**src/logic/pwm_pkg.sv**
```systemverilog
package pwm_pkg;

  // ****************************************************************
  // Register offsets
  // ****************************************************************
  localparam logic [7:0] ADDR_CLK     = 8'h40;
  localparam logic [7:0] ADDR_POL     = 8'h41;
  localparam logic [7:0] ADDR_EN      = 8'h42;
  localparam logic [7:0] ADDR_PRES    = 8'h43;
  localparam logic [7:0] ADDR_SCAL0   = 8'h44;
  localparam logic [7:0] ADDR_SCNT0   = 8'h45;
  localparam logic [7:0] ADDR_SCAL1   = 8'h46;
  localparam logic [7:0] ADDR_SCNT1   = 8'h47;
  localparam logic [7:0] ADDR_CNT0    = 8'h48;
  localparam logic [7:0] ADDR_PER0    = 8'h4C;
  localparam logic [7:0] ADDR_DUTY0   = 8'h50;
  localparam logic [7:0] ADDR_CENTER  = 8'h54;

  // ****************************************************************
  // Field positions
  // ****************************************************************
  localparam int UPPER_JOIN_BIT  = 7;
  localparam int LOWER_JOIN_BIT  = 6;
  localparam int CLK_A_SEL_LSB   = 3;
  localparam int CLK_B_SEL_LSB   = 0;
  localparam int CLOCK_CHOICE_LSB = 4;
  localparam int START_LEVEL_LSB = 0;
  localparam int PRES_W          = 7;

  // ****************************************************************
  // Reset values
  // ****************************************************************
  localparam logic [7:0] CLK_RESET    = 8'h00;
  localparam logic [7:0] POL_RESET    = 8'h00;
  localparam logic [3:0] EN_RESET     = 4'h0;
  localparam logic [3:0] CENTER_RESET = 4'h0;
  localparam logic [7:0] SCAL_RESET   = 8'h00;
  localparam logic [7:0] CNT_RESET    = 8'h00;
  localparam logic [7:0] PER_RESET    = 8'hFF;
  localparam logic [7:0] DUTY_RESET   = 8'hFF;

  typedef enum logic [1:0] {
    DIR_UP   = 2'b01,
    DIR_DOWN = 2'b10
  } count_dir_t;

  // Prescaler tap: true when the low sel bits of the counter are all ones
  function automatic logic prescale_tick(input logic [PRES_W-1:0] cnt,
                                         input logic [2:0]        sel);
    logic [PRES_W-1:0] mask;
    mask = PRES_W'((8'h01 << sel) - 8'h01);
    return &(cnt | ~mask);
  endfunction

endpackage

```
**src/logic/pwm_prescaler.sv**
```systemverilog
module pwm_prescaler
  import pwm_pkg::*;
(
  // Clock and reset
  input  wire logic              mclk_i,
  input  wire logic              resetn_i,
  // Control
  input  wire logic              run_i,
  input  wire logic [2:0]        sel_a_i,
  input  wire logic [2:0]        sel_b_i,
  // Status
  output logic [PRES_W-1:0]      cnt_o,
  output logic                   tick_a_o,
  output logic                   tick_b_o
);

  // Free-running divider, held while every channel is off
  always_ff @(posedge mclk_i) begin
    if (!resetn_i) begin
      cnt_o <= '0;
    end else if (run_i) begin
      cnt_o <= cnt_o + 1'b1;
    end
  end

  assign tick_a_o = run_i && prescale_tick(cnt_o, sel_a_i);
  assign tick_b_o = run_i && prescale_tick(cnt_o, sel_b_i);

endmodule

```
**src/logic/pwm_scaler.sv**
```systemverilog
module pwm_scaler
  import pwm_pkg::*;
(
  // Clock and reset
  input  wire logic       mclk_i,
  input  wire logic       resetn_i,
  // Control
  input  wire logic       tick_i,
  input  wire logic [7:0] scal_i,
  input  wire logic       load_i,
  input  wire logic [7:0] load_val_i,
  // Status
  output logic [7:0]      cnt_o,
  output logic            tick_o
);

  logic half;

  // Down counter reloads every scal+1 input ticks; output every second reload
  always_ff @(posedge mclk_i) begin
    if (!resetn_i) begin
      cnt_o <= CNT_RESET;
      half  <= 1'b0;
    end else if (load_i) begin
      cnt_o <= load_val_i;
    end else if (tick_i) begin
      if (cnt_o == 8'h00) begin
        cnt_o <= scal_i;
        half  <= ~half;
      end else begin
        cnt_o <= cnt_o - 8'h01;
      end
    end
  end

  assign tick_o = tick_i && !load_i && (cnt_o == 8'h00) && half;

endmodule

```
**src/logic/four_channel_pwm.sv**
```systemverilog
// How it works
// - Four 8-bit channels, pairable to 16-bit
// - Duty programmable from 0 to 100 percent
// - Left- or center-aligned per channel
// - Enabled: new values wait for rollover/disable
// - Disabled: writes reach active latch immediately
// - Counter write clears count, loads buffers
// - Channel counters readable by software
// - Enabled channel owns pin over port; a joined pair, enabled by its low channel's bit, drives the high channel's pin
// - Upper pair joined: ch2 high, ch3 low
// - Lower pair joined: ch0 high, ch1 low
// - Clock A is P over 2^field
// - Clock B is P over 2^field
// - Ch2/3 select: 0 clock B, 1 S1
// - Ch0/1 select: 0 clock A, 1 S0
// - Select change may glitch one pulse
// - Start level bit, left-aligned only
// - S0/S1 = A/B over (scale+1) twice
// - Enable forces pin output, keeps direction
// - Left-aligned period match restarts counter
// - Center-aligned counter reverses at period
//
// The implementer's own choice: the strobed register port.
module four_channel_pwm
  import pwm_pkg::*;
(
  // Clock and reset
  input  wire logic       mclk_i,
  input  wire logic       resetn_i,
  // Register port
  input  wire logic [7:0] addr_i,
  input  wire logic [7:0] wdata_i,
  input  wire logic       wr_i,
  input  wire logic       rd_i,
  output logic [7:0]      rdata_o,
  // Shared port pins
  input  wire logic [3:0] port_dir_i,
  input  wire logic [3:0] port_data_i,
  output logic [3:0]      pin_o,
  output logic [3:0]      pin_oe_n_o
);

  // ****************************************************************
  // Registers
  // ****************************************************************
  logic [7:0]        clk_reg;
  logic [7:0]        pol_reg;
  logic [3:0]        en_reg;
  logic [3:0]        center_reg;
  logic [7:0]        scal [2];
  logic [7:0]        cnt [4];
  logic [7:0]        per_buf [4];
  logic [7:0]        per_act [4];
  logic [7:0]        duty_buf [4];
  logic [7:0]        duty_act [4];
  count_dir_t        dir [4];

  logic [PRES_W-1:0] pres_cnt;
  logic              tick_a;
  logic              tick_b;
  logic [7:0]        scnt [2];
  logic [1:0]        s_tick;

  logic [1:0]        join_pair;
  logic [3:0]        wr_cnt;
  logic [3:0]        wr_per;
  logic [3:0]        wr_duty;
  logic [3:0]        cnt_clr;
  logic [3:0]        en_eff;
  logic [3:0]        tick_ch;
  logic [3:0]        step;
  logic [3:0]        roll;
  logic [3:0]        level;
  logic [3:0]        pwm_on;
  logic [15:0]       next_cnt [4];
  count_dir_t        next_dir [4];
  logic [7:0]        next_per_buf [4];
  logic [7:0]        next_duty_buf [4];

  // Controlling channel: in a joined pair the low-order channel rules
  function automatic int ctl_ch(input int i, input logic [1:0] jn);
    return jn[i/2] ? (i | 1) : i;
  endfunction

  // ****************************************************************
  // Clock sources
  // ****************************************************************
  assign join_pair = {clk_reg[UPPER_JOIN_BIT], clk_reg[LOWER_JOIN_BIT]};

  pwm_prescaler u_pres (
    .mclk_i   (mclk_i),
    .resetn_i (resetn_i),
    .run_i    (|en_reg),
    .sel_a_i  (clk_reg[CLK_A_SEL_LSB +: 3]),
    .sel_b_i  (clk_reg[CLK_B_SEL_LSB +: 3]),
    .cnt_o    (pres_cnt),
    .tick_a_o (tick_a),
    .tick_b_o (tick_b)
  );

  pwm_scaler u_scal0 (
    .mclk_i     (mclk_i),
    .resetn_i   (resetn_i),
    .tick_i     (tick_a),
    .scal_i     (scal[0]),
    .load_i     (wr_i && addr_i == ADDR_SCAL0),
    .load_val_i (wdata_i),
    .cnt_o      (scnt[0]),
    .tick_o     (s_tick[0])
  );

  pwm_scaler u_scal1 (
    .mclk_i     (mclk_i),
    .resetn_i   (resetn_i),
    .tick_i     (tick_b),
    .scal_i     (scal[1]),
    .load_i     (wr_i && addr_i == ADDR_SCAL1),
    .load_val_i (wdata_i),
    .cnt_o      (scnt[1]),
    .tick_o     (s_tick[1])
  );

  // ****************************************************************
  // Channel step logic
  // ****************************************************************
  always_comb begin
    for (int i = 0; i < 4; i++) begin
      automatic int c    = ctl_ch(i, join_pair);
      automatic int hi   = (i / 2) * 2;
      automatic int lo   = hi + 1;
      automatic logic [15:0] cw = 16'h0000;
      automatic logic [15:0] pw = 16'h0000;
      automatic logic [15:0] dw = 16'h0000;
      wr_cnt[i]  = wr_i && addr_i == ADDR_CNT0 + 8'(i);
      wr_per[i]  = wr_i && addr_i == ADDR_PER0 + 8'(i);
      wr_duty[i] = wr_i && addr_i == ADDR_DUTY0 + 8'(i);
      next_per_buf[i]  = wr_per[i] ? wdata_i : per_buf[i];
      next_duty_buf[i] = wr_duty[i] ? wdata_i : duty_buf[i];
      en_eff[i] = en_reg[c];
      // Switching the select mid-waveform can clip or stretch one pulse
      tick_ch[i] = pol_reg[CLOCK_CHOICE_LSB + c] ? s_tick[i/2] :
                   ((i < 2) ? tick_a : tick_b);
      step[i] = en_eff[i] && tick_ch[i];
      if (join_pair[i/2]) begin
        cw = {cnt[hi], cnt[lo]};
        pw = {per_act[hi], per_act[lo]};
        dw = {duty_act[hi], duty_act[lo]};
      end else begin
        cw = {8'h00, cnt[i]};
        pw = {8'h00, per_act[i]};
        dw = {8'h00, duty_act[i]};
      end
      roll[i]     = 1'b0;
      next_dir[i] = dir[c];
      next_cnt[i] = cw + 16'h0001;
      if (!center_reg[c]) begin
        next_dir[i] = DIR_UP;
        if ({1'b0, cw} + 17'h00001 >= {1'b0, pw}) begin
          next_cnt[i] = 16'h0000;
          roll[i]     = 1'b1;
        end
        level[i] = (cw < dw) ? pol_reg[START_LEVEL_LSB + c] :
                               ~pol_reg[START_LEVEL_LSB + c];
      end else begin
        case (dir[c])
          DIR_UP: begin
            if (cw >= pw) begin
              next_dir[i] = DIR_DOWN;
              next_cnt[i] = (cw == 16'h0000) ? 16'h0000 : cw - 16'h0001;
            end
          end
          DIR_DOWN: begin
            if (cw == 16'h0000) begin
              next_dir[i] = DIR_UP;
              next_cnt[i] = (pw == 16'h0000) ? 16'h0000 : 16'h0001;
              roll[i]     = 1'b1;
            end else begin
              next_cnt[i] = cw - 16'h0001;
            end
          end
          default: begin
            next_dir[i] = DIR_UP;
            next_cnt[i] = 16'h0000;
          end
        endcase
        level[i] = (cw < dw) ? 1'b0 : 1'b1;
      end
      cnt_clr[i] = wr_cnt[i] || (join_pair[i/2] && wr_i &&
                   (addr_i == ADDR_CNT0 + 8'(hi) || addr_i == ADDR_CNT0 + 8'(lo)));
      pwm_on[i]  = en_eff[i] && !(join_pair[i/2] && i == lo);
    end
  end

  // ****************************************************************
  // Counters
  // ****************************************************************
  always_ff @(posedge mclk_i) begin
    for (int i = 0; i < 4; i++) begin
      if (!resetn_i) begin
        cnt[i] <= CNT_RESET;
        dir[i] <= DIR_UP;
      end else if (cnt_clr[i]) begin
        cnt[i] <= CNT_RESET;
        dir[i] <= DIR_UP;
      end else if (step[i]) begin
        cnt[i] <= (join_pair[i/2] && (i % 2 == 0)) ? next_cnt[i][15:8] :
                                                     next_cnt[i][7:0];
        dir[i] <= next_dir[i];
      end
    end
  end

  // ****************************************************************
  // Period and duty double buffers
  // ****************************************************************
  always_ff @(posedge mclk_i) begin
    for (int i = 0; i < 4; i++) begin
      if (!resetn_i) begin
        per_buf[i]  <= PER_RESET;
        per_act[i]  <= PER_RESET;
        duty_buf[i] <= DUTY_RESET;
        duty_act[i] <= DUTY_RESET;
      end else begin
        per_buf[i]  <= next_per_buf[i];
        duty_buf[i] <= next_duty_buf[i];
        if (!en_eff[i] || cnt_clr[i] || (step[i] && roll[i])) begin
          per_act[i]  <= next_per_buf[i];
          duty_act[i] <= next_duty_buf[i];
        end
      end
    end
  end

  // ****************************************************************
  // Configuration registers
  // ****************************************************************
  always_ff @(posedge mclk_i) begin
    if (!resetn_i) begin
      clk_reg    <= CLK_RESET;
      pol_reg    <= POL_RESET;
      en_reg     <= EN_RESET;
      center_reg <= CENTER_RESET;
      scal[0]    <= SCAL_RESET;
      scal[1]    <= SCAL_RESET;
    end else if (wr_i) begin
      case (addr_i)
        ADDR_CLK:    clk_reg    <= wdata_i;
        ADDR_POL:    pol_reg    <= wdata_i;
        ADDR_EN:     en_reg     <= wdata_i[3:0];
        ADDR_CENTER: center_reg <= wdata_i[3:0];
        ADDR_SCAL0:  scal[0]    <= wdata_i;
        ADDR_SCAL1:  scal[1]    <= wdata_i;
        default:     clk_reg    <= clk_reg;
      endcase
    end
  end

  // ****************************************************************
  // Read port
  // ****************************************************************
  always_ff @(posedge mclk_i) begin
    if (!resetn_i) begin
      rdata_o <= 8'h00;
    end else if (rd_i) begin
      case (addr_i)
        ADDR_CLK:           rdata_o <= clk_reg;
        ADDR_POL:           rdata_o <= pol_reg;
        ADDR_EN:            rdata_o <= {4'h0, en_reg};
        ADDR_PRES:          rdata_o <= {1'b0, pres_cnt};
        ADDR_SCAL0:         rdata_o <= scal[0];
        ADDR_SCNT0:         rdata_o <= scnt[0];
        ADDR_SCAL1:         rdata_o <= scal[1];
        ADDR_SCNT1:         rdata_o <= scnt[1];
        ADDR_CNT0 + 8'h00:  rdata_o <= cnt[0];
        ADDR_CNT0 + 8'h01:  rdata_o <= cnt[1];
        ADDR_CNT0 + 8'h02:  rdata_o <= cnt[2];
        ADDR_CNT0 + 8'h03:  rdata_o <= cnt[3];
        ADDR_PER0 + 8'h00:  rdata_o <= per_buf[0];
        ADDR_PER0 + 8'h01:  rdata_o <= per_buf[1];
        ADDR_PER0 + 8'h02:  rdata_o <= per_buf[2];
        ADDR_PER0 + 8'h03:  rdata_o <= per_buf[3];
        ADDR_DUTY0 + 8'h00: rdata_o <= duty_buf[0];
        ADDR_DUTY0 + 8'h01: rdata_o <= duty_buf[1];
        ADDR_DUTY0 + 8'h02: rdata_o <= duty_buf[2];
        ADDR_DUTY0 + 8'h03: rdata_o <= duty_buf[3];
        ADDR_CENTER:        rdata_o <= {4'h0, center_reg};
        default:            rdata_o <= 8'h00;
      endcase
    end else begin
      rdata_o <= 8'h00;
    end
  end

  // ****************************************************************
  // Pin sharing
  // ****************************************************************
  always_ff @(posedge mclk_i) begin
    if (!resetn_i) begin
      pin_o      <= 4'h0;
      pin_oe_n_o <= 4'hF;
    end else begin
      for (int i = 0; i < 4; i++) begin
        pin_o[i]      <= pwm_on[i] ? level[i] : port_data_i[i];
        pin_oe_n_o[i] <= ~(pwm_on[i] | port_dir_i[i]);
      end
    end
  end

  for (genvar g = 0; g < 4; g++) begin : g_chk

  end
endmodule

```
**config.mk**
```make
export PLATFORM = sky130hd
export DESIGN_NAME = four_channel_pwm
export DESIGN_NICKNAME = d
export VERILOG_FILES = /design/src/logic/pwm_pkg.sv /design/src/logic/pwm_prescaler.sv /design/src/logic/pwm_scaler.sv /design/src/logic/four_channel_pwm.sv
export SDC_FILE = /design/constraint.sdc
export NUM_CORES = 1
export LEC_CHECK = 0
export BUFFER_PORTS_ARGS = -buffer_cell sky130_fd_sc_hd__buf_2
export CORE_UTILIZATION = 64
export DETAILED_ROUTE_END_ITERATION = 7
export PLACE_DENSITY_LB_ADDON = 0.15
export REMOVE_ABC_BUFFERS = 1
export SLEW_MARGIN = 20
export SYNTH_ARGS = -nofsm -noshare
export SYNTH_HDL_FRONTEND = slang
export SYNTH_SLANG_ARGS = --single-unit
export TNS_END_PERCENT = 30
```
**constraint.sdc**
```tcl
create_clock -name mclk_i -period 6.44 [get_ports mclk_i]
set_input_delay 0.966 -clock mclk_i [delete_from_list [all_inputs] [get_ports mclk_i]]
set_output_delay 0.966 -clock mclk_i [all_outputs]
set_load 0.05 [all_outputs]
```
==> results.json <==
{
  "finalSetupTns_ns": 0,
  "synthCells": 2163,
  "via_per_inst": 7.081,
  "ios": 44,
  "path_buf_inv": 1,
  "max_freq_ghz": 0.1886,
  "hold_viol": 0,
  "grt_pass1_wl_mm": 101.3,
  "r2r_end": "per_act[2][4]",
  "r2r-start": "cnt[2][0]",
  "cp_cell_sequence": "mux2i_1 -> inv_1 -> ha_1 -> and4b_1 -> a31oi_1 -> nor3_1 -> nand3_1 -> xnor2_1 -> ha_1 -> nand4_1 -> nor2_1 -> o311a_1 -> or3_1 -> a21o_1 -> a311o_1 -> or2_2",
  "h-tree-depth": 1,
  "power.internal_mw": 2.696,
  "r2r_cells": 16,
  "relSlewSlack": 0.1421,
  "combPwrFrac": 0.071,
  "switching_share": 0.2527,
  "cp.arrival_ns": 5.57,
  "synth_top_cell_by_area": "edfxtp_1",
  "p_sw_uw": 912.0,
  "nets": 2339,
  "grt.total_usage": 0.4384,
  "start_util": 0.6522,
  "fin_cells": 2539,
  "placed_cells": 2488,
  "drtAntennaViolNets": 0,
  "area.growth.synth_to_final_pct": 7.179,
  "die_h_um": 173.0,
  "finClkSkew_ns": 0.02966,
  "violations": "DRC",
  "cp-start-kind": "flop",
  "cts.hold.buffers_added": 0,
  "core-area_mm2": 0.02870,
  "cts.path.max_buffers": 3,
  "critPathSlowestCell": "edfxtp_1",
  "io_buffers": 43,
  "vias": 17979,
  "synth_ff_type": "dfxtp_1",
  "ys_seq_area_frac": 0.3305,
  "overflow": 0,
  "drt_wl_total_mm": 66.41,
  "yosysMostFrequentCell": "nand2_1",
  "routabilityCongestion": 1.063,
  "drv_cap": 0,
  "first_pass_iters": 8,
  "hold_start": "pol_reg[1]",
  "synth_edf_count": 120,
  "min_path_type": "flop to flop",
  "crit_end": "per_act[2][4]",
  "rows": 62,
  "die_width_um": 173.0,
  "r2r_slack_ns": 1.14,
  "period_minus_slack_ns": 5.302,
  "ys_ff_latch": 249,
  "first_iter_violations": 2661,
  "clk_pin_slew_worst_paths_ns": 0.06,
  "syn_avg_cell_area_um2": 8.654,
  "placed_area_mm2": 0.01912,
  "path_common_cell": "ha_1",
  "clk_latency_ns": 0.58,
  "crit_required_ns": 6.71,
  "hpwl_mm": 49.28,
  "critPathKind": "flop to flop",
  "max_stage_delay_ns": 0.77,
  "drc": 4,
  "cts_tree": "done",
  "clock-sinks": 249,
  "antenna_cells": 0,
  "critPathMaxFanout": 17,
  "clockPowerShare": 0.454,
  "final_cell_area_mm2": 0.02006,
  "tightest_slew_ns": 1.254,
  "syn-cell-area_mm2": 0.01872,
  "synth-async-reset-ratio": 0,
  "cts_setup_buffers": 0,
  "startpoint": "cnt[2][0]",
  "cts_buffers": 27,
  "seqPwrFrac": 0.475,
  "ctsResizeCount": 0,
  "cpLargestDelayFamily": "simple AND/OR/NAND/NOR gates",
  "grt_max_degree": 85,
  "synth_common_cells": "nand2_1, ha_1, nor2_1",
  "yosys_warnings": 0,
  "min_period_over_period": 0.8234,
  "power.density_mw_per_mm2": 179.8,
  "leakage_nw": 8.332,
  "drive_gt1_frac": 0.07935,
  "slew_viol_final": 0,
  "wl_per_cell_um": 26.16,
  "path_depth": 16,
  "end_kind": "flop",
  "setup_viol": 0,
  "dieArea_mm2": 0.02994,
  "root_buffer": "clkbuf_16",
  "yosysTopAreaCellShare": 0.1925,
  "yosysUniqueCellTypes": 83,
  "ir_drop_mv": 0.2588,
  "rsz0062_at_grt": "false",
  "grt_pass1_vias": 17121,
  "fill_cells": 2248,
  "status": "complete, but fails checks",
  "synth_area_leaders": "edfxtp_1, dfxtp_1, ha_1",
  "antenna_found_initial": 1
}
-- layer usage --
metal	track usage	wire length, um	vias to the layer above
met5	0	0	-
met4	0.2732	4869	0
met3	0.07586	7545	328
met2	0.6774	28710	1330
met1	0.5723	25290	8386
li1	-	-	7935
-- layout by cell type, fill, tap and decap left out, types with 15 or more instances in the layout --
cell	count
ha_1	177
nand4_1	36
inv_1	94
and3_1	16
nor3_1	51
and2_1	33
mux2i_1	114
xnor2_1	59
a21oi_1	134
nand2b_1	26
nand2_1	260
dfxtp_1	127
a211oi_1	30
mux2_2	25
nor2_1	138
clkbuf_16	28
nor4_1	17
o21ai_0	76
or3_1	19
a31oi_1	15
xor2_1	30
buf_2	43
a221oi_1	18
a21o_1	34
buf_4	22
edfxtp_1	120
a22oi_1	35
nand3_1	137
-- final cells by class --
cell class | count | area, um^2 | area share
clock buffer | 36 | 750.7 | 0.03742
clock inverter | 14 | 176.4 | 0.008793
inverter | 96 | 360.3 | 0.01796
multi-input combinational | 1695 | 11720 | 0.5842
sequential | 249 | 6193 | 0.3087
tap | 384 | 480.5 | 0.02395
timing repair buffer | 65 | 380.4 | 0.01896
-- power groups by stage --
| stage | logic (mW) | registers (mW) | clock network, mW |
|---|---|---|---|
| CTS | 0.247 | 1.71 | 1.63 |
| global route | 0.273 | 1.71 | 1.69 |
| detailed placement | 0.244 | 1.74 | 0 |
| floorplan | 0.127 | 1.73 | 0 |
| finish | 0.257 | 1.71 | 1.64 |
| global placement | 0.240 | 1.74 | 0 |
-- cells by family after synthesis --
family / synth area share
compound gates: 0.1728
xor+xnor: 0.04164
fa+ha+maj: 0.1183
buf+inv: 0.04412
flops: 0.3305
mux: 0.08322
simple gates: 0.2095
-- worst register-to-register path, stage by stage (launching register included) --
cell and delay, ns:
edfxtp_1 0.77, mux2i_1 0.33, inv_1 0.21, ha_1 0.27, and4b_1 0.22, a31oi_1 0.05
nor3_1 0.47, nand3_1 0.16, xnor2_1 0.28, ha_1 0.30, nand4_1 0.12, nor2_1 0.07
o311a_1 0.13, or3_1 0.35, a21o_1 0.21, a311o_1 0.54, or2_2 0.52
-- per-stage QoR --
| stage | hold slack, ns | setup WS [ns] | total power, mW | utilization |
|---|---|---|---|---|
| after floorplan | 0.4444 | -0.07841 | 1.861 | - |
| after global placement | 0.4625 | 1.515 | 1.982 | 0.6661 |
| after detailed placement | 0.4696 | 1.378 | 1.986 | 0.6661 |
| after CTS | 0.4783 | 1.350 | 3.582 | 0.6984 |
| after global routing | 0.5074 | 0.9494 | 3.674 | 0.6990 |
| final | 0.4833 | 1.138 | 3.608 | 0.6990 |
-- worst min-delay path by stage --
stage / endpoint / slack [ns] / cells after the start
4_1_cts: pol_reg[1] / 0.48 / 2
3_3_place_gp: pol_reg[4] / 0.46 / 2
5_1_grt: pol_reg[1] / 0.51 / 2
3_5_place_dp: pol_reg[1] / 0.47 / 2
6_report: pol_reg[1] / 0.48 / 2
2_1_floorplan: pol_reg[4] / 0.44 / 2
(Power assumes the default switching activity.)
